--- src/design/tar_map.svh ---
`ifndef TAR_MAP_SVH
`define TAR_MAP_SVH

// register addresses, all on page 1
`define TAR_PAGE_CFG        1'b1
`define TAR_ADDR_DAC        6'h02
`define TAR_ADDR_REF        6'h03
`define TAR_ADDR_SWRST      6'h04
`define TAR_ADDR_CFG        6'h05

// field positions
`define TAR_DAC_SLEEP_BIT   15
`define TAR_REF_INT_BIT     4
`define TAR_REF_DLY_HI      3
`define TAR_REF_DLY_LO      2
`define TAR_REF_SLEEP_BIT   1
`define TAR_REF_LVL_BIT     0
`define TAR_CFG_FLAG_BIT    6
`define TAR_CFG_PRE_HI      5
`define TAR_CFG_PRE_LO      3
`define TAR_CFG_SNS_HI      2
`define TAR_CFG_SNS_LO      0

// reset values and codes
`define TAR_DAC_SLEEP_RST   1'b0
`define TAR_REF_INT_RST     1'b0
`define TAR_REF_DLY_RST     2'h0
`define TAR_REF_SLEEP_RST   1'b1
`define TAR_REF_LVL_RST     1'b0
`define TAR_CFG_PRE_RST     3'h0
`define TAR_CFG_SNS_RST     3'h0
`define TAR_SWRST_KEY       8'hbb
`define TAR_RD_UNMAPPED     16'hffff

// clock and times in ns
`define TAR_CLK_NS          25
`define TAR_SETTLE_100US_NS 100000
`define TAR_SETTLE_500US_NS 500000
`define TAR_SETTLE_1MS_NS   1000000
`define TAR_PRE0_NS         20000
`define TAR_PRE1_NS         84000
`define TAR_PRE2_NS         276000
`define TAR_PRE3_NS         340000
`define TAR_PRE4_NS         1044000
`define TAR_PRE5_NS         1108000
`define TAR_PRE6_NS         1300000
`define TAR_PRE7_NS         1364000
`define TAR_SNS0_NS         32000
`define TAR_SNS1_NS         96000
`define TAR_SNS2_NS         544000
`define TAR_SNS3_NS         608000
`define TAR_SNS4_NS         2080000
`define TAR_SNS5_NS         2144000
`define TAR_SNS6_NS         2592000
`define TAR_SNS7_NS         2656000

// least times round up to whole cycles
`define TAR_CYC(ns)         (((ns) + `TAR_CLK_NS - 1) / `TAR_CLK_NS)

`endif

--- src/design/tar_pkg.sv ---
package tar_pkg;

  // touch detect window sequencer
  typedef enum logic [1:0] {
    TAR_DET_IDLE = 2'b00,
    TAR_DET_PRE  = 2'b01,
    TAR_DET_SNS  = 2'b10
  } tar_det_e;

  typedef logic [15:0] tar_word_t;

endpackage

--- src/design/tar_cfg_regs.sv ---
`timescale 1ns/1ps
`include "tar_map.svh"
// Functional notes
// - bit 15 powers down the contrast converter
// - bit 4 selects on-chip reference, default external
// - hold off measurements by settle delay code
// - settle delay reads back as written
// - bit 1 sleeps reference between conversions
// - external selected keeps on-chip reference off
// - bit 0 picks 1.25V or 2.5V level
// - ready flag mirrors pin, low until read
// - precharge panel for selected time first
// - wait selected sense time between axes
// - averaging keeps busy until last conversion
module tar_cfg_regs
  import tar_pkg::*;
#(
  parameter int unsigned NREG   = 10,
  parameter int unsigned CNT_W  = 17,
  parameter int unsigned SET1_C = `TAR_CYC(`TAR_SETTLE_100US_NS),
  parameter int unsigned SET2_C = `TAR_CYC(`TAR_SETTLE_500US_NS),
  parameter int unsigned SET3_C = `TAR_CYC(`TAR_SETTLE_1MS_NS),
  parameter int unsigned PRE0_C = `TAR_CYC(`TAR_PRE0_NS),
  parameter int unsigned PRE1_C = `TAR_CYC(`TAR_PRE1_NS),
  parameter int unsigned PRE2_C = `TAR_CYC(`TAR_PRE2_NS),
  parameter int unsigned PRE3_C = `TAR_CYC(`TAR_PRE3_NS),
  parameter int unsigned PRE4_C = `TAR_CYC(`TAR_PRE4_NS),
  parameter int unsigned PRE5_C = `TAR_CYC(`TAR_PRE5_NS),
  parameter int unsigned PRE6_C = `TAR_CYC(`TAR_PRE6_NS),
  parameter int unsigned PRE7_C = `TAR_CYC(`TAR_PRE7_NS),
  parameter int unsigned SNS0_C = `TAR_CYC(`TAR_SNS0_NS),
  parameter int unsigned SNS1_C = `TAR_CYC(`TAR_SNS1_NS),
  parameter int unsigned SNS2_C = `TAR_CYC(`TAR_SNS2_NS),
  parameter int unsigned SNS3_C = `TAR_CYC(`TAR_SNS3_NS),
  parameter int unsigned SNS4_C = `TAR_CYC(`TAR_SNS4_NS),
  parameter int unsigned SNS5_C = `TAR_CYC(`TAR_SNS5_NS),
  parameter int unsigned SNS6_C = `TAR_CYC(`TAR_SNS6_NS),
  parameter int unsigned SNS7_C = `TAR_CYC(`TAR_SNS7_NS)
) (
  input  wire logic            sys_clk_i,
  input  wire logic            rst_n_i,
  input  wire logic            reg_wr_i,
  input  wire logic            reg_rd_i,
  input  wire logic            reg_page_i,
  input  wire logic [5:0]      reg_addr_i,
  input  wire logic [15:0]     reg_wdata_i,
  output logic      [15:0]     reg_rdata_o,
  input  wire logic            conv_req_i,
  input  wire logic            conv_done_i,
  input  wire logic            conv_last_i,
  input  wire logic [NREG-1:0] conv_upd_i,
  input  wire logic [NREG-1:0] data_rd_i,
  input  wire logic            det_start_i,
  output logic                 dac_sleep_o,
  output logic                 ref_int_sel_o,
  output logic                 ref_power_o,
  output logic                 ref_level_o,
  output logic                 ref_ready_o,
  output logic                 result_ready_pin_n_o,
  output logic                 precharge_o,
  output logic                 sense_o,
  output logic                 det_done_o
);

  // longest window must fit the shared down counter
  initial begin
    if (NREG < 1 || SNS7_C >= (1 << CNT_W) || SET3_C >= (1 << CNT_W) ||
        PRE7_C >= (1 << CNT_W) || PRE0_C < 1 || SNS0_C < 1)
      $error("tar_cfg_regs: parameters out of range");
  end

  function automatic logic hit(input logic pg, input logic [5:0] ad,
                               input logic [5:0] tgt);
    hit = (pg == `TAR_PAGE_CFG) && (ad == tgt);
  endfunction

  function automatic logic [CNT_W-1:0] pre_cyc(input logic [2:0] c);
    unique case (c)
      3'h0: pre_cyc = CNT_W'(PRE0_C);
      3'h1: pre_cyc = CNT_W'(PRE1_C);
      3'h2: pre_cyc = CNT_W'(PRE2_C);
      3'h3: pre_cyc = CNT_W'(PRE3_C);
      3'h4: pre_cyc = CNT_W'(PRE4_C);
      3'h5: pre_cyc = CNT_W'(PRE5_C);
      3'h6: pre_cyc = CNT_W'(PRE6_C);
      3'h7: pre_cyc = CNT_W'(PRE7_C);
    endcase
  endfunction

  function automatic logic [CNT_W-1:0] sns_cyc(input logic [2:0] c);
    unique case (c)
      3'h0: sns_cyc = CNT_W'(SNS0_C);
      3'h1: sns_cyc = CNT_W'(SNS1_C);
      3'h2: sns_cyc = CNT_W'(SNS2_C);
      3'h3: sns_cyc = CNT_W'(SNS3_C);
      3'h4: sns_cyc = CNT_W'(SNS4_C);
      3'h5: sns_cyc = CNT_W'(SNS5_C);
      3'h6: sns_cyc = CNT_W'(SNS6_C);
      3'h7: sns_cyc = CNT_W'(SNS7_C);
    endcase
  endfunction

  logic             wr_dac, wr_ref, wr_cfg, sw_rst;
  logic             dac_sleep_q;
  logic             ref_int_q, ref_sleep_q, ref_lvl_q;
  logic [1:0]       ref_dly_q;
  logic [2:0]       pre_code_q, sns_code_q;
  logic             ref_pwr_d, ref_pwr_q;
  logic [CNT_W-1:0] settle_q, settle_ld;
  logic [NREG-1:0]  pend_d, pend_q;
  logic             rdy_n_q;
  tar_word_t        rdata_q;
  tar_det_e         det_q;
  logic [CNT_W-1:0] det_cnt_q;
  logic [2:0]       win_pre_q, win_sns_q;
  logic             done_q;

  // write decode; the reset key lives in the upper byte only
  assign wr_dac = reg_wr_i && hit(reg_page_i, reg_addr_i, `TAR_ADDR_DAC);
  assign wr_ref = reg_wr_i && hit(reg_page_i, reg_addr_i, `TAR_ADDR_REF);
  assign wr_cfg = reg_wr_i && hit(reg_page_i, reg_addr_i, `TAR_ADDR_CFG);
  assign sw_rst = reg_wr_i && hit(reg_page_i, reg_addr_i, `TAR_ADDR_SWRST)
                  && (reg_wdata_i[15:8] == `TAR_SWRST_KEY);

  // converter power-down control
  always_ff @(posedge sys_clk_i or negedge rst_n_i) begin
    if (!rst_n_i) begin
      dac_sleep_q <= `TAR_DAC_SLEEP_RST;
    end else if (sw_rst) begin
      dac_sleep_q <= `TAR_DAC_SLEEP_RST;
    end else if (wr_dac) begin
      dac_sleep_q <= reg_wdata_i[`TAR_DAC_SLEEP_BIT];
    end
  end

  // reference control fields, unused bits never stored
  always_ff @(posedge sys_clk_i or negedge rst_n_i) begin
    if (!rst_n_i) begin
      ref_int_q   <= `TAR_REF_INT_RST;
      ref_dly_q   <= `TAR_REF_DLY_RST;
      ref_sleep_q <= `TAR_REF_SLEEP_RST;
      ref_lvl_q   <= `TAR_REF_LVL_RST;
    end else if (sw_rst) begin
      ref_int_q   <= `TAR_REF_INT_RST;
      ref_dly_q   <= `TAR_REF_DLY_RST;
      ref_sleep_q <= `TAR_REF_SLEEP_RST;
      ref_lvl_q   <= `TAR_REF_LVL_RST;
    end else if (wr_ref) begin
      ref_int_q   <= reg_wdata_i[`TAR_REF_INT_BIT];
      ref_dly_q   <= reg_wdata_i[`TAR_REF_DLY_HI:`TAR_REF_DLY_LO];
      ref_sleep_q <= reg_wdata_i[`TAR_REF_SLEEP_BIT];
      ref_lvl_q   <= reg_wdata_i[`TAR_REF_LVL_BIT];
    end
  end

  // touch detect timing codes; the flag bit is read-only
  always_ff @(posedge sys_clk_i or negedge rst_n_i) begin
    if (!rst_n_i) begin
      pre_code_q <= `TAR_CFG_PRE_RST;
      sns_code_q <= `TAR_CFG_SNS_RST;
    end else if (sw_rst) begin
      pre_code_q <= `TAR_CFG_PRE_RST;
      sns_code_q <= `TAR_CFG_SNS_RST;
    end else if (wr_cfg) begin
      pre_code_q <= reg_wdata_i[`TAR_CFG_PRE_HI:`TAR_CFG_PRE_LO];
      sns_code_q <= reg_wdata_i[`TAR_CFG_SNS_HI:`TAR_CFG_SNS_LO];
    end
  end

  // on-chip reference power: off when external, else always or per conv
  assign ref_pwr_d = ref_int_q && (!ref_sleep_q || conv_req_i);

  always_comb begin
    unique case (ref_dly_q)
      2'h0: settle_ld = '0;
      2'h1: settle_ld = CNT_W'(SET1_C);
      2'h2: settle_ld = CNT_W'(SET2_C);
      2'h3: settle_ld = CNT_W'(SET3_C);
    endcase
  end

  // settle counter restarts on every power-up of the reference
  always_ff @(posedge sys_clk_i or negedge rst_n_i) begin
    if (!rst_n_i) begin
      ref_pwr_q <= 1'b0;
      settle_q  <= '0;
    end else begin
      ref_pwr_q <= ref_pwr_d;
      if (ref_pwr_d && !ref_pwr_q) begin
        settle_q <= settle_ld;
      end else if (!ref_pwr_d) begin
        settle_q <= '0;
      end else if (settle_q != '0) begin
        settle_q <= settle_q - 1'b1;
      end
    end
  end

  // pending data registers; a new conversion wins over a same-cycle read
  assign pend_d = ((pend_q & ~data_rd_i) |
                   ((conv_done_i && conv_last_i) ? conv_upd_i : '0));

  always_ff @(posedge sys_clk_i or negedge rst_n_i) begin
    if (!rst_n_i) begin
      pend_q  <= '0;
      rdy_n_q <= 1'b1;
    end else if (sw_rst) begin
      pend_q  <= '0;
      rdy_n_q <= 1'b1;
    end else begin
      pend_q  <= pend_d;
      rdy_n_q <= ~|pend_d;
    end
  end

  // touch detect sequencer: precharge window then sense window
  always_ff @(posedge sys_clk_i or negedge rst_n_i) begin
    if (!rst_n_i) begin
      det_q     <= TAR_DET_IDLE;
      det_cnt_q <= '0;
      win_pre_q <= '0;
      win_sns_q <= '0;
      done_q    <= 1'b0;
    end else if (sw_rst) begin
      det_q     <= TAR_DET_IDLE;
      det_cnt_q <= '0;
      done_q    <= 1'b0;
    end else begin
      done_q <= 1'b0;
      unique case (det_q)
        TAR_DET_IDLE: begin
          if (det_start_i) begin
            // codes latched so a mid-window write cannot stretch it
            win_pre_q <= pre_code_q;
            win_sns_q <= sns_code_q;
            det_cnt_q <= pre_cyc(pre_code_q) - 1'b1;
            det_q     <= TAR_DET_PRE;
          end
        end
        TAR_DET_PRE: begin
          if (det_cnt_q == '0) begin
            det_cnt_q <= sns_cyc(win_sns_q) - 1'b1;
            det_q     <= TAR_DET_SNS;
          end else begin
            det_cnt_q <= det_cnt_q - 1'b1;
          end
        end
        TAR_DET_SNS: begin
          if (det_cnt_q == '0) begin
            done_q <= 1'b1;
            det_q  <= TAR_DET_IDLE;
          end else begin
            det_cnt_q <= det_cnt_q - 1'b1;
          end
        end
        default: det_q <= TAR_DET_IDLE;
      endcase
    end
  end

  // read data captured on the edge that takes the strobe; reserved reads all ones
  always_ff @(posedge sys_clk_i or negedge rst_n_i) begin
    if (!rst_n_i) begin
      rdata_q <= '0;
    end else if (reg_rd_i) begin
      rdata_q <= `TAR_RD_UNMAPPED;
      if (hit(reg_page_i, reg_addr_i, `TAR_ADDR_DAC)) begin
        rdata_q <= {dac_sleep_q, 15'h0000};
      end else if (hit(reg_page_i, reg_addr_i, `TAR_ADDR_REF)) begin
        rdata_q <= {11'h000, ref_int_q, ref_dly_q, ref_sleep_q,
                    ref_lvl_q};
      end else if (hit(reg_page_i, reg_addr_i, `TAR_ADDR_CFG)) begin
        rdata_q <= {9'h000, rdy_n_q, pre_code_q, sns_code_q};
      end
    end
  end

  assign reg_rdata_o          = rdata_q;
  assign dac_sleep_o          = dac_sleep_q;
  assign ref_int_sel_o        = ref_int_q;
  assign ref_power_o          = ref_pwr_q;
  assign ref_level_o          = ref_lvl_q;
  assign ref_ready_o          = ref_pwr_q && (settle_q == '0);
  assign result_ready_pin_n_o = rdy_n_q;
  assign precharge_o          = (det_q == TAR_DET_PRE);
  assign sense_o              = (det_q == TAR_DET_SNS);
  assign det_done_o           = done_q;

  // helper: length of the current window, for the checks below
  logic [CNT_W-1:0] run_q;
  logic [2:0]       run_pre_q;
  always_ff @(posedge sys_clk_i or negedge rst_n_i) begin
    if (!rst_n_i) begin
      run_q <= '0;
    end else if (det_q != TAR_DET_IDLE && det_cnt_q != '0) begin
      run_q <= run_q + 1'b1;
    end else begin
      run_q <= '0;
    end
  end
  assign run_pre_q = win_pre_q;

  // helper: cycles since the reference last powered up, and the hold-off
  // chosen at that moment, so any settle length can be checked
  logic [CNT_W-1:0] pwr_age_q, pwr_need_q;
  always_ff @(posedge sys_clk_i or negedge rst_n_i) begin
    if (!rst_n_i) begin
      pwr_age_q  <= '0;
      pwr_need_q <= '0;
    end else if (ref_pwr_d && !ref_pwr_q) begin
      pwr_age_q  <= '0;
      pwr_need_q <= settle_ld;
    end else if (ref_pwr_d && pwr_age_q != '1) begin
      pwr_age_q  <= pwr_age_q + 1'b1;
    end
  end

  property p_dac_sleep;
    @(posedge sys_clk_i) disable iff (!rst_n_i)
      wr_dac && !sw_rst |=> dac_sleep_o == $past(reg_wdata_i[15]);
  endproperty
  a_dac_sleep: assert property (p_dac_sleep)
    else $error("converter sleep bit not taken from write");

  property p_ext_ref_off;
    @(posedge sys_clk_i) disable iff (!rst_n_i)
      !ref_int_q |=> !ref_power_o;
  endproperty
  a_ext_ref_off: assert property (p_ext_ref_off)
    else $error("on-chip reference powered while external selected");

  property p_ref_always;
    @(posedge sys_clk_i) disable iff (!rst_n_i)
      ref_int_q && !ref_sleep_q |=> ref_power_o;
  endproperty
  a_ref_always: assert property (p_ref_always)
    else $error("reference not powered with sleep cleared");

  property p_settle_hold;
    @(posedge sys_clk_i) disable iff (!rst_n_i)
      ref_ready_o |-> pwr_age_q >= pwr_need_q;
  endproperty
  a_settle_hold: assert property (p_settle_hold)
    else $error("reference ready before settle delay");

  property p_ref_readback;
    @(posedge sys_clk_i) disable iff (!rst_n_i)
      reg_rd_i && hit(reg_page_i, reg_addr_i, `TAR_ADDR_REF)
      |=> reg_rdata_o[3:2] == $past(ref_dly_q) &&
          reg_rdata_o[4] == $past(ref_int_q);
  endproperty
  a_ref_readback: assert property (p_ref_readback)
    else $error("reference register readback mismatch");

  property p_unused_zero;
    @(posedge sys_clk_i) disable iff (!rst_n_i)
      reg_rd_i && hit(reg_page_i, reg_addr_i, `TAR_ADDR_CFG)
      |=> reg_rdata_o[15:7] == 9'h000 &&
          reg_rdata_o[6] == $past(result_ready_pin_n_o);
  endproperty
  a_unused_zero: assert property (p_unused_zero)
    else $error("config readback wrong in unused bits or flag");

  property p_flag_low;
    @(posedge sys_clk_i) disable iff (!rst_n_i)
      conv_done_i && conv_last_i && |conv_upd_i && !sw_rst
      |=> !result_ready_pin_n_o;
  endproperty
  a_flag_low: assert property (p_flag_low)
    else $error("result ready did not go low on conversion");

  property p_avg_busy;
    @(posedge sys_clk_i) disable iff (!rst_n_i)
      conv_done_i && !conv_last_i && pend_q == '0 |=> result_ready_pin_n_o;
  endproperty
  a_avg_busy: assert property (p_avg_busy)
    else $error("result ready low before last averaged conversion");

  property p_pre_len;
    @(posedge sys_clk_i) disable iff (!rst_n_i)
      precharge_o && det_cnt_q == '0 && !sw_rst
      |-> run_q == pre_cyc(run_pre_q) - 1'b1 ##1 sense_o;
  endproperty
  a_pre_len: assert property (p_pre_len)
    else $error("precharge window length wrong");

  property p_sns_len;
    @(posedge sys_clk_i) disable iff (!rst_n_i)
      sense_o && det_cnt_q == '0 && !sw_rst
      |-> run_q == sns_cyc(win_sns_q) - 1'b1 ##1 det_done_o;
  endproperty
  a_sns_len: assert property (p_sns_len)
    else $error("sense window length wrong");

  property p_soft_reset;
    @(posedge sys_clk_i) disable iff (!rst_n_i)
      sw_rst |=> ref_sleep_q && !ref_int_q && !dac_sleep_o &&
                 result_ready_pin_n_o;
  endproperty
  a_soft_reset: assert property (p_soft_reset)
    else $error("software reset did not restore defaults");

endmodule

--- config.mk ---
export PLATFORM = sky130hd
export DESIGN_NAME = tar_cfg_regs
export DESIGN_NICKNAME = d
export VERILOG_FILES = /design/src/design/tar_pkg.sv /design/src/design/tar_cfg_regs.sv
export VERILOG_INCLUDE_DIRS = /design/src /design/src/design
export SDC_FILE = /design/constraint.sdc
export NUM_CORES = 1
export LEC_CHECK = 0
export BUFFER_PORTS_ARGS = -buffer_cell sky130_fd_sc_hd__buf_2
export CAP_MARGIN = 25
export CORE_UTILIZATION = 48
export DETAILED_ROUTE_END_ITERATION = 8
export GPL_TIMING_DRIVEN = 1
export PLACE_DENSITY = 0.77
export SLEW_MARGIN = 20
export SYNTH_ARGS = -nofsm -noshare
export SYNTH_HDL_FRONTEND = slang
export SYNTH_SLANG_ARGS = --single-unit
--- constraint.sdc ---
create_clock -name sys_clk_i -period 2.8 [get_ports sys_clk_i]
set_input_delay 0.28 -clock sys_clk_i [delete_from_list [all_inputs] [get_ports sys_clk_i]]
set_output_delay 0.28 -clock sys_clk_i [all_outputs]
set_load 0.005 [all_outputs]
==> summary.txt <==
Run status
  – Status: finished, final reports clean

CTS
  – Worst skew pair latency: 0.35 ns
  – CTS buffer count: 9
  – CTS sink cnt: 73
  – TritonCTS clock tree: built
  – H-tree Lvls: 3
  – Bufs on Longest Clock Path: 2
  – CTS clk-pin slew, worst paths: 0.08 ns
  – Hold_buf cts: 0
  – Post-CTS sizing: 0
  – Postcts setup bufs: 0
  – Root Buffer: clkbuf_8

Routing
  – Residual DRC: 0
  – Routed via count: 3906
  – Avg WL per Cell: 16.1 µm
  – Total routed wirelength: 10.6 mm
  – Drt pass-1 iters: 5
  – Initial DRC count: 269
  – Routed Antenna Nets: 0
  – DR vias/cell: 5.92

Logic synthesis
  – Ys Warns: 0
  – Syn_area_per_cell: 9.11 µm²
  – Post-synth EDFFs: 0
  – Async SR Flop Fraction: 100%
  – Synth Flop Type: dfrtp_1
  – Unique masters post-synth: 62
  – Area leader, netlist: dfrtp_1
  – Syn nets: 540
  – Netlist Area Pre-Place: 4320 µm²
  – Post-synthesis sequential element count: 73
  – Synth top area cells: dfrtp_1, a21oi_1, ha_1
  – Seq/Total Area, Yosys: 42.4%
  – Leading cell type by number of instances after synthesis: dfrtp_1
  – Top-area cell type share of the netlist area: 41.2%
  – Post-Syn Instances: 474
  – Synth top cells by count: dfrtp_1, nor2_1, a21oi_1

Setup path
  – Reg2Reg Setup Slack: 0.28 ns
  – CP Max Fanout: 8
  – Critical Path Source Type: flop
  – CP Cell Sequence: inv_1 > ha_1 > or4b_2 > nor4_4 > and2_1 > a221oi_1 > a211oi_2
  – Critical path's slowest cell: or4b_2
  – Crit path kind: reg -> reg
  – CP max stage delay: 0.63 ns
  – CP endpoint kind: flop
  – Reg-to-Reg End: det_cnt_q[14]$_DFFE_PN0P_
  – Arrival time at the worst endpoint: 2.78 ns
  – Critical Path RT: 3.06 ns
  – R2r worst-path depth: 7
  – FF-to-FF Start: det_cnt_q[0]$_DFFE_PN0P_

STA
  – Min Tclk post-route: 2.52 ns
  – RSZ-0062 raised after global routing: no
  – TNS Setup: 0 ns
  – Final max-slew violation count: 0
  – Worst-Margin Slew: 0.623 ns
  – Period Utilization, post-route: 90.2%
  – Fin. Hold Viols: 0
  – Setup violations, final: 0
  – Relative slew margins: 58.1%
  – FMAX: 396 MHz
  – Final Skew: 0.00890 ns

Die
  – Die width: 96.8 µm
  – # IOs: 76
  – Initial Util: 49.5%
  – Die H: 96.8 µm
  – Core box area: 8720 µm²
  – Row count: 34
  – Die Footprint: 9380 µm²

Worst hold path
  – Worst Hold Class: in -> reg
  – Min-delay src: reg_wdata_i[5]
  – WHS Endpoint: pre_code_q[2]$_DFFE_PN0P_
  – WHS Path Cells: 2

Layout
  – Sequential cell area: 1830 µm²
  – Multi-input gate area: 2240 µm²
  – Total inserted antenna cells: 0
  – Layout filler cell count: 765
  – Post-layout util: 57.7%
  – NumNets Final: 613
  – Layout area overhead: 16.7%
  – Layout cells sized above 1: 21.2%

Power
  – Max IR drop VDD: 312 µV
  – PD cells: 733 nW/µm²
  – Leakage: 2.42 nW

Placed design
  – IO Port Bufs: 73
  – Dpl hpwl: 7.75 mm
  – Routability cong.: 0.916

Global route
  – Vias in the first global route: 4021
  – Initial antenna violation count: 0
  – First-pass GRT wire length: 18.4 mm
  – Global Route Usage Sum: 23.8%
  – GRT overflow: 0
  – Largest net degree at the start of global routing: 46

Run
  – Maximum Capacitance Violations: 0
per-layer routing:
metal	share of wire, %	vias to the layer above	global-route usage (%)	wire length, µm
met5	0	-	0	0
met4	1.2	0	7.00	131
met3	5.3	17	4.34	558
met2	50	143	41.8	5320
met1	43	1873	29.6	4600
li1	-	1873	-	-
flip-flops by register name (all words and copies together) (netlist names), 2 cells and up:
register / flops
det_cnt_q: 17
settle_q: 17
pend_q: 10
reg_rdata_o: 9
pre_code_q: 3
sns_code_q: 3
win_sns_q: 3
det_q: 2
ref_dly_q: 2
placed cells by master (no fill, tap or decap), types with 14 or more instances in the layout:
cell and count:
inv_1 24, o21ai_0 15, a21oi_1 45, nand2_1 28, o22ai_1 14, ha_1 15
buf_4 16, buf_2 72, nor2_1 46, dfrtp_1 71, o21ai_1 17
power breakdown:
group	switching [W]	internal, W	leakage (nW)
clock network	0.000413	0.000597	0.117
logic	0.000755	0.000541	1.37
registers	0.000179	0.00121	0.938
logic make-up (layout without fill, tap and decap cells):
kind of cell | count (synthesis) | after routing | share of synthesized area, %
adder cells (fa/ha/maj) | 15 | 15 | 4.35
buffers and inverters | 52 | 130 | 5.62
AND/OR/NAND/NOR | 178 | 178 | 23.2
multiplexers | 11 | 11 | 2.64
flip-flops | 73 | 73 | 42.4
AO/OA/AOI/OAI | 134 | 134 | 19.6
XOR/XNOR | 11 | 11 | 2.23
per-stage QoR:
step / cell area [µm²] / hold WS, ns / power [W] / setup WS (ns) / std cells
final: 5040 / 0.167 / 0.00369 / 0.275 / 660
after global routing: 5040 / 0.169 / 0.00391 / 0.125 / 660
after CTS: 5020 / 0.139 / 0.00369 / 0.299 / 659
after detailed placement: 4780 / 0.512 / 0.00268 / 0.321 / 643
after global placement: 4780 / 0.509 / 0.00263 / 0.424 / 643
after floorplan: 4320 / -0.0156 / 0.00231 / 0.643 / 474
area by class of cell:
type                            instances  area share, %
Sequential cell                        73           36.3
Inverter                               25           1.86
Clock buffer                           10           2.53
Clock inverter                          6           2.29
Timing Repair Buffer                   89           9.74
Multi-Input combinational cell        349           44.6
Tap cell                              108           2.68
critical path: cells and delay by family (launching register included):
kind,cells,cell delay (ns)
AND/OR/NAND/NOR,3,1.22
AO/OA/AOI/OAI,2,0.43
flip-flops,1,0.42
adder cells (fa/ha/maj),1,0.22
buffers and inverters,1,0.15
worst max path at each step:
stage	startpoint	to	slack (ns)	depth (start not counted)
after floorplan	settle_q[0]$_DFFE_PN0P_	settle_q[10]$_DFFE_PN0P_	0.64	7
after global placement	det_cnt_q[0]$_DFFE_PN0P_	det_cnt_q[14]$_DFFE_PN0P_	0.42	7
after CTS	det_cnt_q[0]$_DFFE_PN0P_	det_cnt_q[14]$_DFFE_PN0P_	0.30	7
after detailed placement	det_cnt_q[0]$_DFFE_PN0P_	det_cnt_q[14]$_DFFE_PN0P_	0.32	7
after global routing	settle_q[3]$_DFFE_PN0P_	ref_ready_o	0.13	5
final	det_cnt_q[0]$_DFFE_PN0P_	det_cnt_q[14]$_DFFE_PN0P_	0.28	7
No activity file was read; power rests on OpenSTA's default activity.
